$ cat src/pkg/tmr_pkg.sv
// Package for the 16-bit timer waveform-mode block: register map, fields, constants
// Overview of operation
// - All logic on pclk, tick is enable
// - Phase-frequency PWM updates compare at BOTTOM
// - Nonzero output mode overrides pin function
// - Pin driven only when direction is output
// - Non-PWM: disconnect, toggle, clear, set on match
// - Fast PWM: 10 non-inverting, 11 inverting
// - Fast PWM 01 toggles A in 14/15
// - Fast PWM compare equal TOP acts at TOP
// - Phase PWM: 10 clear up, set down
// - Phase PWM 01 toggles A in 9/11
// - Mode from ctrl A low, ctrl B high bits
// - Normal/clear-on-match modes: immediate update, MAX overflow
// - Modes 1-3 phase PWM fixed TOP
// - Fast PWM modes: TOP update, TOP overflow
// - Modes 8-11 TOP source and update point
// - Tick source select: stop, prescale, external edges
// - Counter write blocks next tick's match
package tmr_pkg;

  // ***************************************************************
  // Register map (byte addresses)
  // ***************************************************************
  localparam logic [11:0] TMR_CTRL_A_OFS  = 12'h080;
  localparam logic [11:0] TMR_CTRL_B_OFS  = 12'h084;
  localparam logic [11:0] TMR_FORCE_OFS   = 12'h088;
  localparam logic [11:0] TMR_COUNT_OFS   = 12'h08c;
  localparam logic [11:0] TMR_CMP_A_OFS   = 12'h090;
  localparam logic [11:0] TMR_CMP_B_OFS   = 12'h094;
  localparam logic [11:0] TMR_CAPT_OFS    = 12'h098;
  localparam logic [11:0] TMR_STATUS_OFS  = 12'h09c;
  localparam logic [11:0] TMR_MASK_OFS    = 12'h0a0;
  localparam logic [11:0] TMR_DIR_OFS     = 12'h0a4;

  localparam logic [7:0]  TMR_CTRL_A_RST  = 8'h00;
  localparam logic [7:0]  TMR_CTRL_A_WMSK = 8'hf3;
  localparam logic [4:0]  TMR_CTRL_B_RST  = 5'h00;
  localparam logic [15:0] TMR_MAX         = 16'hffff;
  localparam logic [15:0] TMR_TOP_8       = 16'h00ff;
  localparam logic [15:0] TMR_TOP_9       = 16'h01ff;
  localparam logic [15:0] TMR_TOP_10      = 16'h03ff;
  localparam logic [15:0] TMR_BOTTOM      = 16'h0000;

  // Status / mask bit positions
  localparam int TMR_ST_OVF   = 0;
  localparam int TMR_ST_CMPA  = 1;
  localparam int TMR_ST_CMPB  = 2;

  // Prescaler
  localparam int TMR_PRE_W = 10;

  typedef enum logic [2:0] {
    TMR_SRC_STOP  = 3'b000,
    TMR_SRC_DIV1  = 3'b001,
    TMR_SRC_DIV8  = 3'b010,
    TMR_SRC_DIV64 = 3'b011,
    TMR_SRC_DIV256 = 3'b100,
    TMR_SRC_DIV1024 = 3'b101,
    TMR_SRC_EXT_FALL = 3'b110,
    TMR_SRC_EXT_RISE = 3'b111
  } tmr_src_t;

  typedef enum logic [2:0] {
    TMR_FAM_NORMAL = 3'b000,
    TMR_FAM_CTC    = 3'b001,
    TMR_FAM_FAST   = 3'b010,
    TMR_FAM_PC     = 3'b011,
    TMR_FAM_PFC    = 3'b100,
    TMR_FAM_RSVD   = 3'b101
  } tmr_fam_t;

  typedef enum logic [1:0] {
    TMR_TOP_FIXED = 2'b00,
    TMR_TOP_CMPA  = 2'b01,
    TMR_TOP_CAPT  = 2'b10
  } tmr_topsrc_t;

  // Decoded waveform mode
  typedef struct packed {
    tmr_fam_t    fam;
    tmr_topsrc_t top_src;
    logic [15:0] fixed_top;
  } tmr_mode_t;

  // APB request
  typedef struct packed {
    logic        sel;
    logic        enable;
    logic        write;
    logic [11:0] addr;
    logic [31:0] wdata;
  } tmr_apb_req_t;

  // Pin outputs
  typedef struct packed {
    logic val;
    logic oe;
  } tmr_pin_t;

endpackage

$ cat src/hdl/tmr_wave.sv
// 16-bit timer with waveform modes, compare outputs and APB register access
`timescale 1ns/1ps
module tmr_wave
  import tmr_pkg::*;
(
  input  wire logic        pclk,
  input  wire logic        presetn,
  input  wire logic        psel,
  input  wire logic        penable,
  input  wire logic        pwrite,
  input  wire logic [11:0] paddr,
  input  wire logic [31:0] pwdata,
  output logic      [31:0] prdata,
  output logic             pready,
  output logic             pslverr,
  input  wire logic        ext_count_pin,
  output logic             compare_out_a,
  output logic             compare_out_a_oe,
  output logic             compare_out_b,
  output logic             compare_out_b_oe,
  output logic             irq
);

  // ***************************************************************
  // Functions
  // ***************************************************************
  function automatic tmr_mode_t decode_mode(input logic [3:0] m);
    tmr_mode_t d;
    d = '{fam: TMR_FAM_NORMAL, top_src: TMR_TOP_FIXED, fixed_top: TMR_MAX};
    case (m)
      4'h0: d = '{TMR_FAM_NORMAL, TMR_TOP_FIXED, TMR_MAX};
      4'h1: d = '{TMR_FAM_PC, TMR_TOP_FIXED, TMR_TOP_8};
      4'h2: d = '{TMR_FAM_PC, TMR_TOP_FIXED, TMR_TOP_9};
      4'h3: d = '{TMR_FAM_PC, TMR_TOP_FIXED, TMR_TOP_10};
      4'h4: d = '{TMR_FAM_CTC, TMR_TOP_CMPA, TMR_MAX};
      4'h5: d = '{TMR_FAM_FAST, TMR_TOP_FIXED, TMR_TOP_8};
      4'h6: d = '{TMR_FAM_FAST, TMR_TOP_FIXED, TMR_TOP_9};
      4'h7: d = '{TMR_FAM_FAST, TMR_TOP_FIXED, TMR_TOP_10};
      4'h8: d = '{TMR_FAM_PFC, TMR_TOP_CAPT, TMR_MAX};
      4'h9: d = '{TMR_FAM_PFC, TMR_TOP_CMPA, TMR_MAX};
      4'ha: d = '{TMR_FAM_PC, TMR_TOP_CAPT, TMR_MAX};
      4'hb: d = '{TMR_FAM_PC, TMR_TOP_CMPA, TMR_MAX};
      4'hc: d = '{TMR_FAM_CTC, TMR_TOP_CAPT, TMR_MAX};
      4'hd: d = '{TMR_FAM_RSVD, TMR_TOP_FIXED, TMR_MAX};
      4'he: d = '{TMR_FAM_FAST, TMR_TOP_CAPT, TMR_MAX};
      4'hf: d = '{TMR_FAM_FAST, TMR_TOP_CMPA, TMR_MAX};
      default: d = '{TMR_FAM_NORMAL, TMR_TOP_FIXED, TMR_MAX};
    endcase
    return d;
  endfunction

  // Next output level for one channel on a compare match
  function automatic logic match_level(input logic [1:0] om, input logic cur,
                                       input logic up, input logic pwm_dual,
                                       input logic tog_ok);
    logic r;
    r = cur;
    if (pwm_dual)
    begin
      if (om[1])
        r = om[0] ^ ~up;
      else if (om[0] && tog_ok)
        r = ~cur;
    end
    else if (om == 2'b01)
      r = tog_ok ? ~cur : cur;
    else if (om[1])
      r = om[0];
    return r;
  endfunction

  // ***************************************************************
  // Registers
  // ***************************************************************
  logic [7:0]  ctrl_a_reg;
  logic [4:0]  ctrl_b_reg;
  logic [15:0] count_value_reg;
  logic [15:0] compare_value_a_reg;
  logic [15:0] compare_value_b_reg;
  logic [15:0] cmp_buf_a_reg;
  logic [15:0] cmp_buf_b_reg;
  logic [15:0] capture_value_reg;
  logic [2:0]  status_reg;
  logic [2:0]  mask_reg;
  logic [1:0]  dir_reg;
  logic        count_up_reg;
  logic        block_match_reg;
  logic        pend_a_reg;
  logic        pend_b_reg;
  logic [TMR_PRE_W-1:0] pre_reg;
  logic        ext_prev_reg;
  logic        level_a_reg;
  logic        level_b_reg;

  logic [1:0]  chan_a_output_mode;
  logic [1:0]  chan_b_output_mode;
  logic [3:0]  waveform_mode_sel;
  logic [2:0]  tick_source_sel;
  tmr_mode_t   mode;
  logic [15:0] top_val;
  logic        timer_tick;
  logic        wr_en;
  logic        rd_en;
  logic        count_wr;
  logic        force_a;
  logic        force_b;
  logic        at_top;
  logic        at_bottom;
  logic        dual;
  logic        fast;
  logic        upd_now;
  logic        ovf_evt;
  logic        tog_ok;

  assign chan_a_output_mode = ctrl_a_reg[7:6];
  assign chan_b_output_mode = ctrl_a_reg[5:4];
  assign waveform_mode_sel  = {ctrl_b_reg[4:3], ctrl_a_reg[1:0]};
  assign tick_source_sel    = ctrl_b_reg[2:0];
  assign mode               = decode_mode(waveform_mode_sel);
  assign dual               = (mode.fam == TMR_FAM_PC) || (mode.fam == TMR_FAM_PFC);
  assign fast               = (mode.fam == TMR_FAM_FAST);

  // ***************************************************************
  // APB access
  // ***************************************************************
  assign wr_en    = psel && penable && pwrite && pready;
  assign rd_en    = psel && !penable && !pwrite;
  assign count_wr = wr_en && (paddr == TMR_COUNT_OFS);
  assign force_a  = wr_en && (paddr == TMR_FORCE_OFS) && pwdata[7];
  assign force_b  = wr_en && (paddr == TMR_FORCE_OFS) && pwdata[6];

  always_ff @(posedge pclk or negedge presetn)
  begin
    if (!presetn)
      pready <= 1'b0;
    else
      pready <= psel && !penable;
  end

  always_ff @(posedge pclk or negedge presetn)
  begin
    if (!presetn)
    begin
      prdata  <= 32'h0000_0000;
      pslverr <= 1'b0;
    end
    else if (rd_en || (psel && !penable))
    begin
      pslverr <= 1'b0;
      prdata  <= 32'h0000_0000;
      case (paddr)
        TMR_CTRL_A_OFS: prdata <= {24'h000000, ctrl_a_reg};
        TMR_CTRL_B_OFS: prdata <= {27'h0000000, ctrl_b_reg};
        TMR_FORCE_OFS:  prdata <= 32'h0000_0000;
        TMR_COUNT_OFS:  prdata <= {16'h0000, count_value_reg};
        TMR_CMP_A_OFS:  prdata <= {16'h0000, cmp_buf_a_reg};
        TMR_CMP_B_OFS:  prdata <= {16'h0000, cmp_buf_b_reg};
        TMR_CAPT_OFS:   prdata <= {16'h0000, capture_value_reg};
        TMR_STATUS_OFS: prdata <= {29'h00000000, status_reg};
        TMR_MASK_OFS:   prdata <= {29'h00000000, mask_reg};
        TMR_DIR_OFS:    prdata <= {30'h00000000, dir_reg};
        default:        pslverr <= 1'b1;
      endcase
    end
  end

  // Control registers
  always_ff @(posedge pclk or negedge presetn)
  begin
    if (!presetn)
    begin
      ctrl_a_reg        <= TMR_CTRL_A_RST;
      ctrl_b_reg        <= TMR_CTRL_B_RST;
      cmp_buf_a_reg     <= TMR_BOTTOM;
      cmp_buf_b_reg     <= TMR_BOTTOM;
      capture_value_reg <= TMR_BOTTOM;
      mask_reg          <= 3'h0;
      dir_reg           <= 2'h0;
    end
    else if (wr_en)
    begin
      case (paddr)
        TMR_CTRL_A_OFS: ctrl_a_reg <= pwdata[7:0] & TMR_CTRL_A_WMSK;
        TMR_CTRL_B_OFS: ctrl_b_reg <= pwdata[4:0];
        TMR_CMP_A_OFS:  cmp_buf_a_reg <= pwdata[15:0];
        TMR_CMP_B_OFS:  cmp_buf_b_reg <= pwdata[15:0];
        TMR_CAPT_OFS:   capture_value_reg <= pwdata[15:0];
        TMR_MASK_OFS:   mask_reg <= pwdata[2:0];
        TMR_DIR_OFS:    dir_reg <= pwdata[1:0];
        default:        ;
      endcase
    end
  end

  // ***************************************************************
  // Tick source: prescaler and external edges
  // ***************************************************************
  always_ff @(posedge pclk or negedge presetn)
  begin
    if (!presetn)
    begin
      pre_reg      <= '0;
      ext_prev_reg <= 1'b0;
    end
    else
    begin
      pre_reg      <= (tick_source_sel == TMR_SRC_STOP) ? '0 : pre_reg + 1'b1;
      ext_prev_reg <= ext_count_pin;
    end
  end

  always_comb
  begin
    case (tmr_src_t'(tick_source_sel))
      TMR_SRC_STOP:     timer_tick = 1'b0;
      TMR_SRC_DIV1:     timer_tick = 1'b1;
      TMR_SRC_DIV8:     timer_tick = (pre_reg[2:0] == 3'h7);
      TMR_SRC_DIV64:    timer_tick = (pre_reg[5:0] == 6'h3f);
      TMR_SRC_DIV256:   timer_tick = (pre_reg[7:0] == 8'hff);
      TMR_SRC_DIV1024:  timer_tick = (pre_reg == 10'h3ff);
      TMR_SRC_EXT_FALL: timer_tick = ext_prev_reg && !ext_count_pin;
      TMR_SRC_EXT_RISE: timer_tick = !ext_prev_reg && ext_count_pin;
      default:          timer_tick = 1'b0;
    endcase
  end

  // ***************************************************************
  // Counter
  // ***************************************************************
  always_comb
  begin
    case (mode.top_src)
      TMR_TOP_CMPA: top_val = compare_value_a_reg;
      TMR_TOP_CAPT: top_val = capture_value_reg;
      default:      top_val = mode.fixed_top;
    endcase
  end

  assign at_top    = (count_value_reg == top_val);
  assign at_bottom = (count_value_reg == TMR_BOTTOM);
  // Toggle is always legal in the non-PWM modes
  assign tog_ok    = fast ? waveform_mode_sel[3:1] == 3'b111
                   : dual ? waveform_mode_sel == 4'h9 || waveform_mode_sel == 4'hb
                   : 1'b1;

  // Tick logic runs on pclk with timer_tick as an enable
  always_ff @(posedge pclk or negedge presetn)
  begin
    if (!presetn)
    begin
      count_value_reg <= TMR_BOTTOM;
      count_up_reg    <= 1'b1;
    end
    else if (count_wr)
      count_value_reg <= pwdata[15:0];
    else if (timer_tick)
    begin
      if (dual)
      begin
        if (count_up_reg && at_top)
        begin
          count_up_reg    <= 1'b0;
          count_value_reg <= count_value_reg - 1'b1;
        end
        else if (!count_up_reg && at_bottom)
        begin
          count_up_reg    <= 1'b1;
          count_value_reg <= count_value_reg + 1'b1;
        end
        else
          count_value_reg <= count_up_reg ? count_value_reg + 1'b1 : count_value_reg - 1'b1;
      end
      else
      begin
        count_up_reg <= 1'b1;
        if ((mode.fam != TMR_FAM_NORMAL) && at_top)
          count_value_reg <= TMR_BOTTOM;
        else
          count_value_reg <= count_value_reg + 1'b1;
      end
    end
  end

  // ***************************************************************
  // Compare buffer update point
  // ***************************************************************
  always_comb
  begin
    case (mode.fam)
      TMR_FAM_PFC:  upd_now = timer_tick && at_bottom;
      TMR_FAM_FAST: upd_now = timer_tick && at_top;
      TMR_FAM_PC:   upd_now = timer_tick && at_top && count_up_reg;
      default:      upd_now = 1'b1;
    endcase
  end

  always_ff @(posedge pclk or negedge presetn)
  begin
    if (!presetn)
    begin
      compare_value_a_reg <= TMR_BOTTOM;
      compare_value_b_reg <= TMR_BOTTOM;
    end
    else if (upd_now)
    begin
      compare_value_a_reg <= cmp_buf_a_reg;
      compare_value_b_reg <= cmp_buf_b_reg;
    end
  end

  // ***************************************************************
  // Matches, flags and interrupt
  // ***************************************************************
  always_comb
  begin
    case (mode.fam)
      TMR_FAM_FAST: ovf_evt = timer_tick && at_top;
      TMR_FAM_PC,
      TMR_FAM_PFC:  ovf_evt = timer_tick && at_bottom && !count_up_reg;
      default:      ovf_evt = timer_tick && count_value_reg == TMR_MAX;
    endcase
  end

  // Match seen this tick, flagged on the next tick
  always_ff @(posedge pclk or negedge presetn)
  begin
    if (!presetn)
    begin
      block_match_reg <= 1'b0;
      pend_a_reg      <= 1'b0;
      pend_b_reg      <= 1'b0;
    end
    else
    begin
      if (count_wr)
        block_match_reg <= 1'b1;
      else if (timer_tick)
        block_match_reg <= 1'b0;
      if (timer_tick)
      begin
        pend_a_reg <= !block_match_reg && count_value_reg == compare_value_a_reg;
        pend_b_reg <= !block_match_reg && count_value_reg == compare_value_b_reg;
      end
    end
  end

  always_ff @(posedge pclk or negedge presetn)
  begin
    if (!presetn)
      status_reg <= 3'h0;
    else
    begin
      if (wr_en && paddr == TMR_STATUS_OFS)
        status_reg <= status_reg & ~pwdata[2:0];
      if (ovf_evt)
        status_reg[TMR_ST_OVF] <= 1'b1;
      if (timer_tick && pend_a_reg)
        status_reg[TMR_ST_CMPA] <= 1'b1;
      if (timer_tick && pend_b_reg)
        status_reg[TMR_ST_CMPB] <= 1'b1;
    end
  end

  always_ff @(posedge pclk or negedge presetn)
  begin
    if (!presetn)
      irq <= 1'b0;
    else
      irq <= |(status_reg & mask_reg);
  end

  // ***************************************************************
  // Waveform generators
  // ***************************************************************
  logic hit_a;
  logic hit_b;
  logic top_a;
  logic top_b;
  assign hit_a = timer_tick && !block_match_reg && count_value_reg == compare_value_a_reg;
  assign hit_b = timer_tick && !block_match_reg && count_value_reg == compare_value_b_reg;
  // Compare equal to TOP in fast PWM: act at TOP instead of on match
  assign top_a = fast && chan_a_output_mode[1] && compare_value_a_reg == top_val;
  assign top_b = fast && chan_b_output_mode[1] && compare_value_b_reg == top_val;

  always_ff @(posedge pclk or negedge presetn)
  begin
    if (!presetn)
    begin
      level_a_reg <= 1'b0;
      level_b_reg <= 1'b0;
    end
    else
    begin
      if (fast && chan_a_output_mode[1] && timer_tick && at_top)
        level_a_reg <= top_a ? chan_a_output_mode[0] : ~chan_a_output_mode[0];
      else if (hit_a && !top_a)
        level_a_reg <= match_level(chan_a_output_mode, level_a_reg, count_up_reg, dual, tog_ok);
      else if (force_a && !dual && !fast)
        level_a_reg <= match_level(chan_a_output_mode, level_a_reg, 1'b1, 1'b0, 1'b1);
      if (fast && chan_b_output_mode[1] && timer_tick && at_top)
        level_b_reg <= top_b ? chan_b_output_mode[0] : ~chan_b_output_mode[0];
      else if (hit_b && !top_b && (chan_b_output_mode[1] || !(dual || fast)))
        level_b_reg <= match_level(chan_b_output_mode, level_b_reg, count_up_reg, dual, 1'b0 | !(dual || fast));
      else if (force_b && !dual && !fast)
        level_b_reg <= match_level(chan_b_output_mode, level_b_reg, 1'b1, 1'b0, 1'b1);
    end
  end

  // ***************************************************************
  // Pin override and drivers
  // ***************************************************************
  always_ff @(posedge pclk or negedge presetn)
  begin
    if (!presetn)
    begin
      compare_out_a    <= 1'b0;
      compare_out_a_oe <= 1'b0;
      compare_out_b    <= 1'b0;
      compare_out_b_oe <= 1'b0;
    end
    else
    begin
      compare_out_a    <= level_a_reg;
      compare_out_b    <= level_b_reg;
      compare_out_a_oe <= (|chan_a_output_mode) && dir_reg[0];
      compare_out_b_oe <= (|chan_b_output_mode) && dir_reg[1];
    end
  end

endmodule

$ cat config.mk
export PLATFORM = sky130hd
export DESIGN_NAME = tmr_wave
export DESIGN_NICKNAME = d
export VERILOG_FILES = /design/src/pkg/tmr_pkg.sv /design/src/hdl/tmr_wave.sv
export SDC_FILE = /design/constraint.sdc
export NUM_CORES = 1
export LEC_CHECK = 0
export BUFFER_PORTS_ARGS = -buffer_cell sky130_fd_sc_hd__buf_4
export CAP_MARGIN = 20
export CORE_MARGIN = 2
export CORE_UTILIZATION = 50
export CTS_CLUSTER_DIAMETER = 100
export CTS_CLUSTER_SIZE = 28
export DETAILED_ROUTE_END_ITERATION = 8
export PLACE_DENSITY = 0.69
export SYNTH_ARGS = -nofsm -noshare
export SYNTH_HDL_FRONTEND = slang
export SYNTH_SLANG_ARGS = --single-unit
$ cat constraint.sdc
create_clock -name pclk -period 7.2 [get_ports pclk]
set_input_delay 0.36 -clock pclk [delete_from_list [all_inputs] [get_ports pclk]]
set_output_delay 0.36 -clock pclk [all_outputs]
set_load 0.05 [all_outputs]
**Word level (Yosys, flattened, before mapping)**

Memories as Yosys holds them, arrays and structs flattened.
Index checks and enable logic that the tools add are counted.

- $add $sub $neg: 3
- Equality and inequality tests: 42
- Multiplexer cells: 47
- Bitwise logic cells: 11
- Reduce and logical (&&, ||, !) cells: 86

Operators by type and width:

| operator | number |
|---|---|
| 16-bit case mux with 9 select lines | 1 |
| 12-bit by 8-bit equality test with 1-bit output, second input constant | 10 |
| 16-bit 2-to-1 mux | 7 |
| 16-bit equality test | 5 |
| 1-bit logical AND | 46 |
| 1-bit 2-to-1 mux | 33 |
| 16-bit case mux with 2 select lines | 1 |
| 3-bit equality test, second input constant | 7 |
| 16-bit by 1-bit adder with 16-bit output, second input constant | 1 |
| 16-bit equality test, second input constant | 1 |
| 16-bit logical NOT | 1 |
| 16-bit by 1-bit subtractor with 16-bit output, second input constant | 1 |
| 2-bit AND reduction | 7 |
| 3-bit by 2-bit equality test with 1-bit output, second input constant | 4 |
| 1-bit logical NOT | 11 |
| 10-bit by 1-bit adder with 10-bit output, second input constant | 1 |
| 10-bit equality test, second input constant | 1 |
| 10-bit 2-to-1 mux | 1 |
| 5-bit by 4-bit inequality test with 1-bit output, second input constant | 2 |
| 5-bit inequality test, second input constant | 2 |
| 10-bit OR reduction | 1 |
| 3-bit AND reduction | 3 |
| 3-bit nonzero test | 3 |
| 4-bit equality test, second input constant | 2 |
| other kinds (19) | 37 |

- Bits in registers: 171
- ROM bits: 208
- Input bits: 50
- Output and inout port bits: 39
- Word-level logic and storage cells: 219
- Memories kept: 1

Memory list:

| memory | depth | bits a word | rd ports | clocked after memory_dff | write ports | RTL line | source |
|---|---|---|---|---|---|---|---|
| (no name shown) | 16 | 13 | 1 | 0 | 0 | tmr_wave.sv:30 | `case (m)` |

**Longest topological paths before layout**

An unclocked memory read counts as a cell.

- Depth after elaboration: 11
- Mapped depth: 20
- Depth with buffers taken out: 16

**Least setup slack after synthesis**

No wires, ideal clock.

- Path kind: register to register
- Start: reg ctrl_a_reg[0]
- End: reg level_b_reg
- Setup time: 0.125 ns
- Arrival: 3.945 ns
- Data required time: 7.075 ns
- Setup slack: 3.131 ns
- Cell stages (with the launch flop): 17
- Buffers on the path: 2
- Period minus slack after synthesis: 4.069 ns
- Cells stage by stage: dfrtp_1 inv_1 ha_1 mux2_2 nand2_1 o21ai_0 ha_1 buf_2 buf_2 a221o_1 or4b_1 o31ai_1 a41oi_1 nor4_1 nor3b_1 or4_1 mux2_2

- Cells in the longest elaborated chain, start to end: 10
- Elaborated cells between the ends (all ways): 33
- Classes of those cells: eq/ne: 9; mux: 5; reduce/logical: 18; memory: 1

RTL lines:

| item | RTL line | source |
|---|---|---|
| start, declared | tmr_wave.sv:75 | `logic [7:0] ctrl_a_reg;` |
| start signal, assigned | tmr_wave.sv:183 | `TMR_CTRL_A_OFS: ctrl_a_reg <= pwdata[7:0] & TMR_CTRL_A_WMSK;` |
| memory read 16 x 13 bit (*) | -- |  |
| 2-bit equality test or 2-bit by 1-bit equality test with 1-bit output (tied branches) | tmr_wave.sv:232 | `case (mode.top_src)` |
| 16-bit case mux with 2 select lines | tmr_wave.sv:232 |  |
| 16-bit equality test | tmr_wave.sv:383 | `assign top_b = fast && chan_b_output_mode[1] && compare_value_b_reg == top_val;` |
| 1-bit logical AND | tmr_wave.sv:383 |  |
| 1-bit logical NOT | tmr_wave.sv:402 | `else if (hit_b && !top_b && (chan_b_output_mode[1] \|\| !(dual \|\| fast)))` |
| 1-bit logical AND (2 in series) | tmr_wave.sv:402 |  |
| 5-bit inequality test (no source line) (tied with other cells) | -- |  |
| 3-bit AND reduction (no source line) or 1-bit 2-to-1 mux (tied branches) | -- |  |
| end signal, assigned | tmr_wave.sv:401 | `level_b_reg <= top_b ? chan_b_output_mode[0] : ~chan_b_output_mode[0];` |
| end signal, assigned | tmr_wave.sv:403 | `level_b_reg <= match_level(chan_b_output_mode, level_b_reg, count_up_reg, dual, 1'b0 \| !(dual \|\| fast));` |
| end signal, assigned | tmr_wave.sv:405 | `level_b_reg <= match_level(chan_b_output_mode, level_b_reg, 1'b1, 1'b0, 1'b1);` |
| end, declared | tmr_wave.sv:93 | `logic level_b_reg;` |

Every way passes the cells marked *; elsewhere a longest branch is shown, timed or not.
A chain may end at the register's enable or synchronous reset.

**Final worst setup path**

- Start: reg ctrl_a_reg[1]
- End: reg compare_value_b_reg[7]

- Cells in the longest elaborated chain, start to end: 7
- Elaborated cells between the ends (all ways): 11
- Classes of those cells: eq/ne: 6; mux: 2; reduce/logical: 2; memory: 1

RTL lines:

| item | RTL line | source |
|---|---|---|
| memory read 16 x 13 bit (*) | -- |  |
| 2-bit equality test or 2-bit by 1-bit equality test with 1-bit output (tied branches) | tmr_wave.sv:232 |  |
| 16-bit case mux with 2 select lines | tmr_wave.sv:232 |  |
| 16-bit equality test | tmr_wave.sv:239 | `assign at_top = (count_value_reg == top_val);` |
| 1-bit logical AND | tmr_wave.sv:291, tmr_wave.sv:292 |  |
| 1-bit logical AND | tmr_wave.sv:292 | `TMR_FAM_PC: upd_now = timer_tick && at_top && count_up_reg;` |
| 1-bit case mux with 3 select lines (*) | tmr_wave.sv:289 | `case (mode.fam)` |
| end signal, assigned | tmr_wave.sv:307 | `compare_value_b_reg <= cmp_buf_b_reg;` |
| end, declared | tmr_wave.sv:79 | `logic [15:0] compare_value_b_reg;` |

Marked as above.

==> impl_metrics.json <==
{
  "leakage_nw": 4.67,
  "cts_setup_buffers": 0,
  "htreeDepth": 4,
  "hold_viol": 0,
  "synth_edf_count": 0,
  "vias": 7835,
  "synth_cell_types": 77,
  "insertion_delay_ns": 0.45,
  "drt_iter0_markers": 823,
  "root_buffer": "clkbuf_16",
  "whs_ns": 0.0419,
  "skew_ns": 0.0153,
  "setup.worst_path.start_class": "flip-flop",
  "hold_buffers": 1,
  "powerDensity_nw_per_um2": 183,
  "hp-start": "ext_count_pin",
  "worst_pin_slew_ns": 1.10,
  "clock_sinks": 155,
  "grt_pass1_wl_mm": 42.1,
  "fin_setup_tns_ns": 0,
  "finalInstanceArea_um2": 10600,
  "synthFlopType": "dfrtp_1",
  "antenna_found_initial": 1,
  "rr_startpoint": "ctrl_a_reg[1]",
  "multiInputGateArea_um2": 5190,
  "rrSetupSlack_ns": 1.70,
  "dp.cells": 1201,
  "cp-startpoint": "ctrl_a_reg[1]",
  "die-height_um": 142,
  "area_growth_pct": 12.5,
  "slew-limit-headroom": 0.261,
  "dp_hpwl_mm": 18.6,
  "fin_nets": 1052,
  "cts_tree": "built",
  "crit_type": "reg -> reg",
  "gp_congestion": 0.919,
  "ir_worst_vdd_v": 0.000156,
  "cts.repair.resized": 0,
  "slew_violations": 0,
  "cp-end-kind": "flip-flop",
  "synth-seq-cells": 155,
  "fin_ws_ns": 1.70,
  "fin_crit_sh": 0.763,
  "num_rows": 50,
  "max_freq_mhz": 182,
  "antennaDiodeCount": 0,
  "reg2reg_depth": 16,
  "io_buffers": 56,
  "grt_max_degree": 82,
  "path_max_fanout": 21,
  "ys_warn_count": 0,
  "drt_wl_total_mm": 26.6,
  "r2r-end": "compare_value_b_reg[7]",
  "synth_area_um2": 9460,
  "postLayoutCoreUtil": 0.571,
  "track_usage": 0.273,
  "syn_inst": 960,
  "ff_latch_area_um2": 3880,
  "worstHoldPathCells": 1,
  "grt_overflow_total": 0,
  "final_cells": 1236,
  "drv_cap": 0,
  "numCtsBuffers": 17,
  "initial_core_util": 0.507,
  "drive_gt1_frac": 0.232,
  "die_w_um": 142,
  "coreArea_um2": 18600,
  "rsz0062_at_grt": "false",
  "drt_pre_antenna_iters": 6,
  "io_pins": 89,
  "async_flop_share": 1.00,
  "viasPerCell": 6.34,
  "antenna_left": 0,
  "first_global_vias": 7469,
  "fin_crit_ns": 5.50,
  "hp-class": "in -> reg",
  "placed_area_um2": 10000,
  "drc": 0,
  "whs_endpoint": "ext_prev_reg",
  "required_ns": 7.53,
  "ys_seq_area_frac": 0.410,
  "cts_buffer_depth": 2,
  "crit_arrival_ns": 5.83,
  "avgRoutedWirePerCell_um": 21.6,
  "setup_viol_count_final": 0,
  "clkSlewWorstSetupHoldPaths_ns": 0.07,
  "nFillCells": 1617,
  "design.die.area_um2": 20000,
  "power_mw": 1.94,
  "syn-mean-instance-area_um2": 9.85,
  "place_ws_ns": 1.59,
  "status": "complete, no violations"
}
-- per-layer routing --
layer / up-vias / wire, um / global-route usage
li1: 3590 / - / -
met1: 3850 / 11900 / 0.384
met2: 340 / 12000 / 0.423
met3: 53 / 2000 / 0.0577
met4: 2 / 686 / 0.0937
met5: - / 10 / 0
-- layout by cell type, fill, tap and decap left out, types with 6 or more instances in the layout --
| cell type | Yosys | layout |
|---|---|---|
| a21oi_1 | 25 | 25 |
| a221oi_1 | 7 | 7 |
| a221oi_2 | 10 | 10 |
| a222oi_1 | 17 | 17 |
| a22o_1 | 7 | 7 |
| a22oi_1 | 11 | 11 |
| a31oi_1 | 21 | 21 |
| and3_1 | 8 | 8 |
| buf_4 | 19 | 72 |
| clkbuf_16 | 0 | 17 |
| conb_1 | 1 | 16 |
| dfrtp_1 | 154 | 154 |
| ha_1 | 13 | 13 |
| inv_1 | 22 | 22 |
| inv_8 | 0 | 6 |
| mux2_2 | 87 | 87 |
| mux2i_1 | 6 | 6 |
| nand2_1 | 74 | 74 |
| nand2b_1 | 6 | 6 |
| nand3_1 | 21 | 21 |
| nand4_1 | 8 | 8 |
| nor2_1 | 72 | 72 |
| nor2b_1 | 8 | 7 |
| nor3_1 | 35 | 31 |
| nor4_1 | 27 | 27 |
| o21ai_0 | 31 | 31 |
| o21ai_1 | 8 | 7 |
| o22ai_1 | 7 | 7 |
| o31ai_1 | 12 | 12 |
| or3_1 | 15 | 15 |
| xnor2_1 | 32 | 32 |
| xor2_1 | 45 | 45 |
-- how the worst max path moves through the flow --
stage | to | depth (start not counted)
after floorplan | level_b_reg | 16
after global placement | compare_value_b_reg[1] | 15
after detailed placement | compare_value_b_reg[7] | 15
after CTS | compare_value_b_reg[7] | 15
after global routing | compare_value_b_reg[7] | 16
final | compare_value_b_reg[7] | 16
-- kinds of logic (layout without fill, tap and decap cells) --
group / Yosys count / after routing / synth area share
flip-flops: 155 / 155 / 0.410
multiplexers: 95 / 95 / 0.112
AND/OR/NAND/NOR: 315 / 315 / 0.175
AO/OA/AOI/OAI: 200 / 200 / 0.162
XOR/XNOR: 77 / 77 / 0.0713
buffers and inverters: 104 / 131 / 0.0519
adder cells (fa/ha/maj): 13 / 13 / 0.0172
other: 1 / 16 / 0.000397
-- Yosys cell counts (4+ instances only) --
master | count | share of area
a211oi_1 | 5 | 0.0040
a21oi_1 | 25 | 0.013
a221o_1 | 4 | 0.0042
a221oi_1 | 7 | 0.0065
a221oi_2 | 10 | 0.016
a222oi_1 | 17 | 0.018
a22o_1 | 7 | 0.0065
a22oi_1 | 11 | 0.0087
a31oi_1 | 21 | 0.014
a41oi_1 | 4 | 0.0037
and3_1 | 8 | 0.0053
buf_1 | 6 | 0.0024
buf_2 | 11 | 0.0058
buf_4 | 19 | 0.015
clkbuf_1 | 43 | 0.017
dfrtp_1 | 154 | 0.41
ha_1 | 13 | 0.017
inv_1 | 22 | 0.0087
mux2_2 | 87 | 0.10
mux2i_1 | 6 | 0.0064
nand2_1 | 74 | 0.029
nand2b_1 | 6 | 0.0040
nand3_1 | 21 | 0.011
nand4_1 | 8 | 0.0053
nor2_1 | 72 | 0.029
nor2b_1 | 8 | 0.0053
nor3_1 | 35 | 0.019
nor4_1 | 27 | 0.018
nor4_2 | 6 | 0.0079
o21ai_0 | 31 | 0.016
o21ai_1 | 8 | 0.0042
o22ai_1 | 7 | 0.0046
o31ai_1 | 12 | 0.0095
or2_2 | 4 | 0.0026
or3_1 | 15 | 0.0099
xnor2_1 | 32 | 0.030
xor2_1 | 45 | 0.042
-- power breakdown --
group	internal, mW	total (mW)	switching [mW]
clock network	0.470	0.912	0.442
logic	0.0364	0.140	0.104
registers	0.882	0.890	0.00807
-- cell type report --
type | instances | share of cell area
inverter | 23 | 0.00811
sequential | 155 | 0.365
timing repair buffer | 76 | 0.0553
clock inverter | 15 | 0.0163
tap | 234 | 0.0275
multi-input combinational | 716 | 0.488
clock buffer | 17 | 0.0400
-- worst max-delay path, cell delays in order, from the launching register on --
cell	delay [ns]
dfrtp_1	0.52
inv_1	0.17
ha_1	0.28
mux2_2	0.28
nand2_1	0.06
o21ai_0	0.14
ha_1	0.59
buf_8	0.27
a221o_1	0.33
or4b_1	0.48
o31ai_1	0.09
o22ai_1	0.29
nor3_2	0.36
a22oi_1	0.17
o21ai_4	0.61
buf_4	0.37
mux2_2	0.37
Note: power is estimated with default switching activity, not from simulation.
